## src/shared/osk_pkg.sv

```systemverilog
/*
 oscillator select and unlock key: register map, field positions, reset values, key codes,
 source encoding and the register request carrier.
 assumes the serial interface logic runs on the same clock as the block that imports this.
*/
package osk_pkg;
	localparam logic [7:0] OSK_OFS_CTRL = 8'h1C;
	localparam logic [7:0] OSK_OFS_STAT = 8'h1D;
	localparam logic [7:0] OSK_OFS_KEY = 8'h1F;

	localparam logic [7:0] OSK_RST_CTRL = 8'h00;
	localparam logic [7:0] OSK_RST_STAT = 8'h22;
	localparam logic [7:0] OSK_RST_KEY = 8'h00;

	localparam logic [7:0] OSK_KEY_OSC = 8'hA1;
	localparam logic [7:0] OSK_KEY_SWRST = 8'h3C;
	localparam logic [7:0] OSK_KEY_ANALOG = 8'h9D;

	// writable bits; the rest are reserved
	localparam logic [7:0] OSK_CTRL_WMASK = 8'hFB;

	localparam int unsigned OSK_CTRL_SRC = 7;
	localparam int unsigned OSK_CTRL_CAL_HI = 6;
	localparam int unsigned OSK_CTRL_CAL_LO = 5;
	localparam int unsigned OSK_CTRL_BAT = 4;
	localparam int unsigned OSK_CTRL_FAIL = 3;
	localparam int unsigned OSK_CTRL_OSC_FAIL_IRQ_ENABLE = 1;
	localparam int unsigned OSK_CTRL_CAL_FAIL_IRQ_ENABLE = 0;

	localparam int unsigned OSK_STAT_TRIM_HI = 7;
	localparam int unsigned OSK_STAT_TRIM_LO = 6;
	localparam int unsigned OSK_STAT_LOCK = 5;
	localparam int unsigned OSK_STAT_MODE = 4;
	localparam int unsigned OSK_STAT_OF = 1;
	localparam int unsigned OSK_STAT_ACF = 0;

	typedef enum logic {
		OSK_SRC_XT = 1'b0,
		OSK_SRC_RC = 1'b1
	} osk_src_type;

	typedef struct packed {
		logic wr;
		logic [7:0] addr;
		logic [7:0] data;
	} osk_req_type;
endpackage

```

## src/rtl/osk_osc_key.sv

```systemverilog
/*
 oscillator control, oscillator status and unlock key registers with source selection,
 failure flags, interrupt request, trim output and key-gated write enables.
 assumes register requests come from serial interface logic on MCLK; oscillator and power
 indications arrive from other domains and are synchronised here.
*/
`timescale 1ns/100ps
module osk_osc_key (
	input wire logic MCLK,
	input wire logic SYS_RST,
	input wire osk_pkg::osk_req_type REG_REQ,
	output logic [7:0] REG_RDATA,
	input wire logic XT_RUNNING,
	input wire logic ON_BATTERY,
	input wire logic XT_BELOW_8K,
	input wire logic POR_SUPPLY_LOST,
	input wire logic CAL_FAILED,
	input wire logic OUTPUT2_LEVEL_WE,
	input wire logic OUTPUT2_LEVEL_BIT,
	output logic SECOND_OUTPUT_PIN,
	output logic ACTIVE_SOURCE_RC,
	output logic [1:0] CRYSTAL_SLOW_TRIM,
	output logic CAL_START,
	output logic IRQ,
	output logic SW_RESET,
	output logic ANALOG_WR_EN
);
	import osk_pkg::*;

	////////////////////////////////////////////////////////////////////////////////
	// input synchronisers: run, battery, slow, por, cal fail

	logic [4:0] in_meta_r;
	logic [4:0] in_sync_r;
	logic [4:0] in_prev_r;
	logic xt_run_s;
	logic bat_s;
	logic xt_slow_s;
	logic por_rise;
	logic calf_rise;

	always_ff @(posedge MCLK) begin
		if (SYS_RST) begin
			in_meta_r <= 5'h00;
			in_sync_r <= 5'h00;
			in_prev_r <= 5'h00;
		end else begin
			in_meta_r <= {CAL_FAILED, POR_SUPPLY_LOST, XT_BELOW_8K, ON_BATTERY, XT_RUNNING};
			in_sync_r <= in_meta_r;
			in_prev_r <= in_sync_r;
		end
	end

	assign xt_run_s = in_sync_r[0];
	assign bat_s = in_sync_r[1];
	assign xt_slow_s = in_sync_r[2];
	// edges so a held level counts once; the flag can then be cleared while it stays high
	assign por_rise = in_sync_r[3] & ~in_prev_r[3];
	assign calf_rise = in_sync_r[4] & ~in_prev_r[4];

	////////////////////////////////////////////////////////////////////////////////
	// register access decode

	logic [7:0] ctrl_r;
	logic [7:0] ctrl_nxt;
	logic [7:0] key_r;
	logic [7:0] key_nxt;
	logic [1:0] trim_r;
	logic lock_r;
	logic of_r;
	logic of_nxt;
	logic acf_r;
	logic acf_nxt;
	osk_src_type src_r;
	osk_src_type src_nxt;
	logic wr_ctrl;
	logic wr_stat;
	logic wr_key;
	logic key_osc_ok;
	logic ctrl_accept;
	logic want_rc;
	logic [7:0] stat_view;
	logic [7:0] rdata_nxt;

	// one address compare shared by the write strobes and the read mux
	function automatic logic reg_hit(input logic [7:0] addr, input logic [7:0] ofs);
		return addr == ofs;
	endfunction

	assign wr_ctrl = REG_REQ.wr && reg_hit(REG_REQ.addr, OSK_OFS_CTRL);
	assign wr_stat = REG_REQ.wr && reg_hit(REG_REQ.addr, OSK_OFS_STAT);
	assign wr_key = REG_REQ.wr && reg_hit(REG_REQ.addr, OSK_OFS_KEY);
	assign key_osc_ok = (key_r == OSK_KEY_OSC);
	assign ctrl_accept = wr_ctrl && key_osc_ok;

	// reserved bit masked off on the way in
	assign ctrl_nxt = ctrl_accept ? (REG_REQ.data & OSK_CTRL_WMASK) : ctrl_r;

	// 0x3C is the one key write that does not land in the key
	assign key_nxt = wr_key ? ((REG_REQ.data == OSK_KEY_SWRST) ? key_r : REG_REQ.data) :
		(REG_REQ.wr ? OSK_RST_KEY : key_r);

	////////////////////////////////////////////////////////////////////////////////
	// flags: a set in the same cycle as a clear wins

	assign of_nxt = por_rise | xt_slow_s |
		(of_r & ~(wr_stat & ~REG_REQ.data[OSK_STAT_OF]));
	assign acf_nxt = calf_rise | (acf_r & ~(wr_stat & ~REG_REQ.data[OSK_STAT_ACF]));

	////////////////////////////////////////////////////////////////////////////////
	// source selection

	assign want_rc = ctrl_r[OSK_CTRL_SRC] |
		(ctrl_r[OSK_CTRL_BAT] & bat_s) |
		(ctrl_r[OSK_CTRL_FAIL] & of_r);
	// a dead crystal keeps the old source rather than stopping the timers
	assign src_nxt = want_rc ? OSK_SRC_RC : (xt_run_s ? OSK_SRC_XT : src_r);

	////////////////////////////////////////////////////////////////////////////////
	// read data

	assign stat_view = {trim_r, lock_r, src_r == OSK_SRC_RC, 2'h0, of_r, acf_r};
	assign rdata_nxt = reg_hit(REG_REQ.addr, OSK_OFS_CTRL) ? ctrl_r :
		reg_hit(REG_REQ.addr, OSK_OFS_STAT) ? stat_view :
		reg_hit(REG_REQ.addr, OSK_OFS_KEY) ? key_r : 8'h00;

	////////////////////////////////////////////////////////////////////////////////
	// registers

	always_ff @(posedge MCLK) begin
		if (SYS_RST) begin
			ctrl_r <= OSK_RST_CTRL;
			key_r <= OSK_RST_KEY;
			trim_r <= OSK_RST_STAT[OSK_STAT_TRIM_HI:OSK_STAT_TRIM_LO];
			lock_r <= OSK_RST_STAT[OSK_STAT_LOCK];
			of_r <= OSK_RST_STAT[OSK_STAT_OF];
			acf_r <= OSK_RST_STAT[OSK_STAT_ACF];
			src_r <= OSK_SRC_XT;
		end else begin
			ctrl_r <= ctrl_nxt;
			key_r <= key_nxt;
			if (wr_stat) begin
				trim_r <= REG_REQ.data[OSK_STAT_TRIM_HI:OSK_STAT_TRIM_LO];
				lock_r <= REG_REQ.data[OSK_STAT_LOCK];
			end
			of_r <= of_nxt;
			acf_r <= acf_nxt;
			src_r <= src_nxt;
		end
	end

	always_ff @(posedge MCLK) begin
		if (SYS_RST) begin
			SECOND_OUTPUT_PIN <= 1'b0;
		end else if (OUTPUT2_LEVEL_WE && !(OUTPUT2_LEVEL_BIT && lock_r)) begin
			SECOND_OUTPUT_PIN <= OUTPUT2_LEVEL_BIT;
		end
	end

	always_ff @(posedge MCLK) begin
		if (SYS_RST) begin
			REG_RDATA <= 8'h00;
			CAL_START <= 1'b0;
			SW_RESET <= 1'b0;
			IRQ <= 1'b0;
		end else begin
			REG_RDATA <= rdata_nxt;
			CAL_START <= ctrl_accept && (REG_REQ.data[OSK_CTRL_CAL_HI:OSK_CTRL_CAL_LO] != 2'h0);
			SW_RESET <= wr_key && (REG_REQ.data == OSK_KEY_SWRST);
			IRQ <= (of_nxt & ctrl_nxt[OSK_CTRL_OSC_FAIL_IRQ_ENABLE]) |
				(acf_nxt & ctrl_nxt[OSK_CTRL_CAL_FAIL_IRQ_ENABLE]);
		end
	end

	assign ACTIVE_SOURCE_RC = (src_r == OSK_SRC_RC);
	assign CRYSTAL_SLOW_TRIM = trim_r;
	assign ANALOG_WR_EN = (key_r == OSK_KEY_ANALOG);
endmodule

```

## config.mk

```make
export PLATFORM = sky130hd
export DESIGN_NAME = osk_osc_key
export DESIGN_NICKNAME = d
export VERILOG_FILES = /design/src/shared/osk_pkg.sv /design/src/rtl/osk_osc_key.sv
export SDC_FILE = /design/constraint.sdc
export NUM_CORES = 1
export LEC_CHECK = 0
export ABC_AREA = 1
export ABC_CLOCK_PERIOD_IN_PS = 2850
export BUFFER_PORTS_ARGS = -buffer_cell sky130_fd_sc_hd__buf_2
export CAP_MARGIN = 20
export CELL_PAD_IN_SITES_DETAIL_PLACEMENT = 1
export CELL_PAD_IN_SITES_GLOBAL_PLACEMENT = 2
export CORE_UTILIZATION = 31
export CTS_CLUSTER_SIZE = 16
export DETAILED_ROUTE_END_ITERATION = 12
export GPL_TIMING_DRIVEN = 0
export PLACE_DENSITY_LB_ADDON = 0.15
export SLEW_MARGIN = 20
export SYNTH_ARGS = -nofsm -noshare
export SYNTH_HDL_FRONTEND = slang
export SYNTH_SLANG_ARGS = --single-unit
export TNS_END_PERCENT = 50
```

## constraint.sdc

```tcl
create_clock -name MCLK -period 2.85 [get_ports MCLK]
set_input_delay 0.4275 -clock MCLK [delete_from_list [all_inputs] [get_ports MCLK]]
set_output_delay 0.4275 -clock MCLK [all_outputs]
set_load 0.02 [all_outputs]
```

==> impl_metrics.json <==
{
  "worstSetupPathType": "reg2out",
  "relSlewSlack_pct": 58.5,
  "clk_latency_ns": 0.30,
  "pin_count": 42,
  "slew_violations": 0,
  "insertedDiodeCount": 0,
  "synth_cell_types": 25,
  "cts_buffer_depth": 2,
  "fp.dieW_um": 79.8,
  "max_freq_mhz": 576,
  "ant_nets": 0,
  "min_path_type": "in2reg",
  "r2r-start": "key_r[7]",
  "crit_required_ns": 2.42,
  "r2r_end": "IRQ",
  "grtUsageTotal_pct": 16.9,
  "utilization_pct": 39.7,
  "clock_sinks": 45,
  "synth-seq-cells": 45,
  "cts_setup_buffers": 0,
  "htree_levels": 2,
  "max_cap_viol_count": 0,
  "worst_ir_drop_vdd_uv": 217,
  "holdPathEnd": "SECOND_OUTPUT_PIN",
  "syn-instance-count": 257,
  "clock_skew_ns": 0.00932,
  "reg2reg_depth": 9,
  "syn_area_per_cell_um2": 7.29,
  "hold_violations": 0,
  "synth_area_um2": 1870,
  "setup_slack_ns": 1.11,
  "leakage_uw": 0.00106,
  "period_share_pct": 61.0,
  "core_area_um2": 5680,
  "grt_pass1_wl_um": 8040,
  "rsz0062_at_grt": "false",
  "min_period_ns": 1.74,
  "critPathLaunchType": "register",
  "synthTopCellsByCount": "nand2_1 (56), dfxtp_1 (45), inv_1 (40), nor2_1 (37)",
  "async_flop_share_pct": 0,
  "dp_hpwl_um": 3810,
  "num_rows": 27,
  "synth_nets": 283,
  "synth.most_common_cell": "nand2_1",
  "cts_tree": "yes",
  "wl_um": 4890,
  "grt_max_degree": 16,
  "wl_per_cell_um": 13.0,
  "dieHeight_um": 79.8,
  "gp_congestion": 0.776,
  "finalPower_uw": 1120,
  "worstMarginPinSlew_ns": 0.623,
  "yosys-top-cells-area": "dfxtp_1 (48%), nand2_1 (11%), inv_1 (8.0%)",
  "setup_viol": 0,
  "r2r_setup_slack_ns": 1.43,
  "power_density_nw_per_um2": 498,
  "dp_slack_ns": 1.22,
  "finalNetCount": 330,
  "grt-ovfl-total": 0,
  "ys_seq_area_share_pct": 48.1,
  "dr.pass1.iters": 4,
  "setup-tns-final_ns": 0,
  "ys.flop_type": "dfxtp_1",
  "dieArea_um2": 6360,
  "arrival_ns": 1.31,
  "area_growth_pct": 20.3,
  "yosys.area.top_type": "dfxtp_1",
  "initial_core_util_pct": 33.0,
  "antenna_found_initial": 0,
  "grt_pass1_vias": 1696,
  "drive_above_1_share_pct": 22.3,
  "crit_fanout": 3,
  "netlist.area_leader.share_pct": 48.1,
  "end_kind": "output pin",
  "dr_total_vias": 1738,
  "synth-edff-count": 0,
  "io_buffer_count": 40,
  "root_buffer": "clkbuf_8",
  "drc_errors": 0,
  "cts_resized": 0,
  "hp-start": "OUTPUT2_LEVEL_WE",
  "numCtsBuffers": 5,
  "avgViaCountPerCell": 4.61,
  "outcome": "finished, final reports clean",
  "cts.clk_slew.worst_paths_ns": 0.09,
  "cts_hold_buf": 0,
  "drt_iter0_drc": 59,
  "whs_path_depth": 2,
  "ys_warn_count": 0
}
-- flip-flops by register name, indices dropped and copies added (netlist names), 2 cells and up --
register	count
CRYSTAL_SLOW_TRIM	2
REG_RDATA	8
ctrl_r	7
in_meta_r	5
in_prev_r	2
in_sync_r	5
key_r	8
-- routing by layer --
layer | track usage (%) | share of wire, % | vias up
met1 | 21.1 | 47 | 813
met2 | 28.9 | 48 | 31
met5 | 0 | 0 | -
met4 | 5.36 | 1.8 | 0
li1 | - | - | 886
met3 | 3.66 | 3.4 | 8
-- critical path, stage by stage, from the launching register on --
cell and delay, ns:
dfxtp_1 0.37, inv_1 0.05, nor2_1 0.16, nand2_1 0.13, nor2_1 0.13, buf_2 0.17
-- how the worst max path moves through the flow --
stage | startpoint | to | slack, ns | cells past startpoint
4_1_cts | key_r[7] | ANALOG_WR_EN | 1.09 | 5
3_5_place_dp | REG_REQ[11] | IRQ | 1.22 | 10
5_1_grt | key_r[7] | ANALOG_WR_EN | 1.05 | 5
3_3_place_gp | REG_REQ[11] | IRQ | 1.24 | 10
6_report | key_r[7] | ANALOG_WR_EN | 1.11 | 5
2_1_floorplan | key_r[7] | ANALOG_WR_EN | 1.57 | 4
-- area by class of cell --
class	instances	area, um2
Buffer	5	20.0
Inverter	44	168
Clock inverter	3	21.3
Tap cell	72	90.1
Multi-Input combinational cell	163	786
Timing Repair Buffer	40	200
Clock buffer	5	68.8
Sequential cell	45	901
Fill cell	741	3420
-- cells by family (layout without fill, tap and decap cells) --
group                  Yosys count  after routing  share of synthesized area, %
AND/OR/NAND/NOR                129            129                          31.5
buffers and inverters           49             97                          10.0
flip-flops                      45             45                          48.1
AO/OA/AOI/OAI                   34             34                          10.4
-- power by group --
group	total, uW	leakage (uW)	internal (uW)	switching (uW)
sequential	639	0.000365	636	2.16
combinational	74.2	0.000646	25.0	49.2
clock	410	0.0000445	174	236
-- cell usage in the layout (no fill, tap or decap), types with 2 or more instances in the layout --
cell type  netlist  layout
nor2_4           3       3
a211oi_1         2       2
nand3_1         18      18
nand2_4          2       2
nand2_2          5       5
inv_2            2       2
clkbuf_1         4       4
clkbuf_8         0       5
inv_1           40      40
nand2_1         56      56
nand4_1          4       4
a21oi_2          2       2
dfxtp_1         45      45
o21ai_0          7       7
nor2_1          37      37
a21oi_1         18      18
o211ai_1         3       3
buf_2            1      41
-- stage by stage --
stage               std cells  hold WS (ns)  instance area, um2
floorplan                 257         0.388                1870
global placement          369         0.390                2160
detailed placement        369         0.400                2160
CTS                       377         0.312                2250
global route              377         0.305                2250
finish                    377         0.313                2250
No activity file was read; power rests on OpenSTA's default activity.
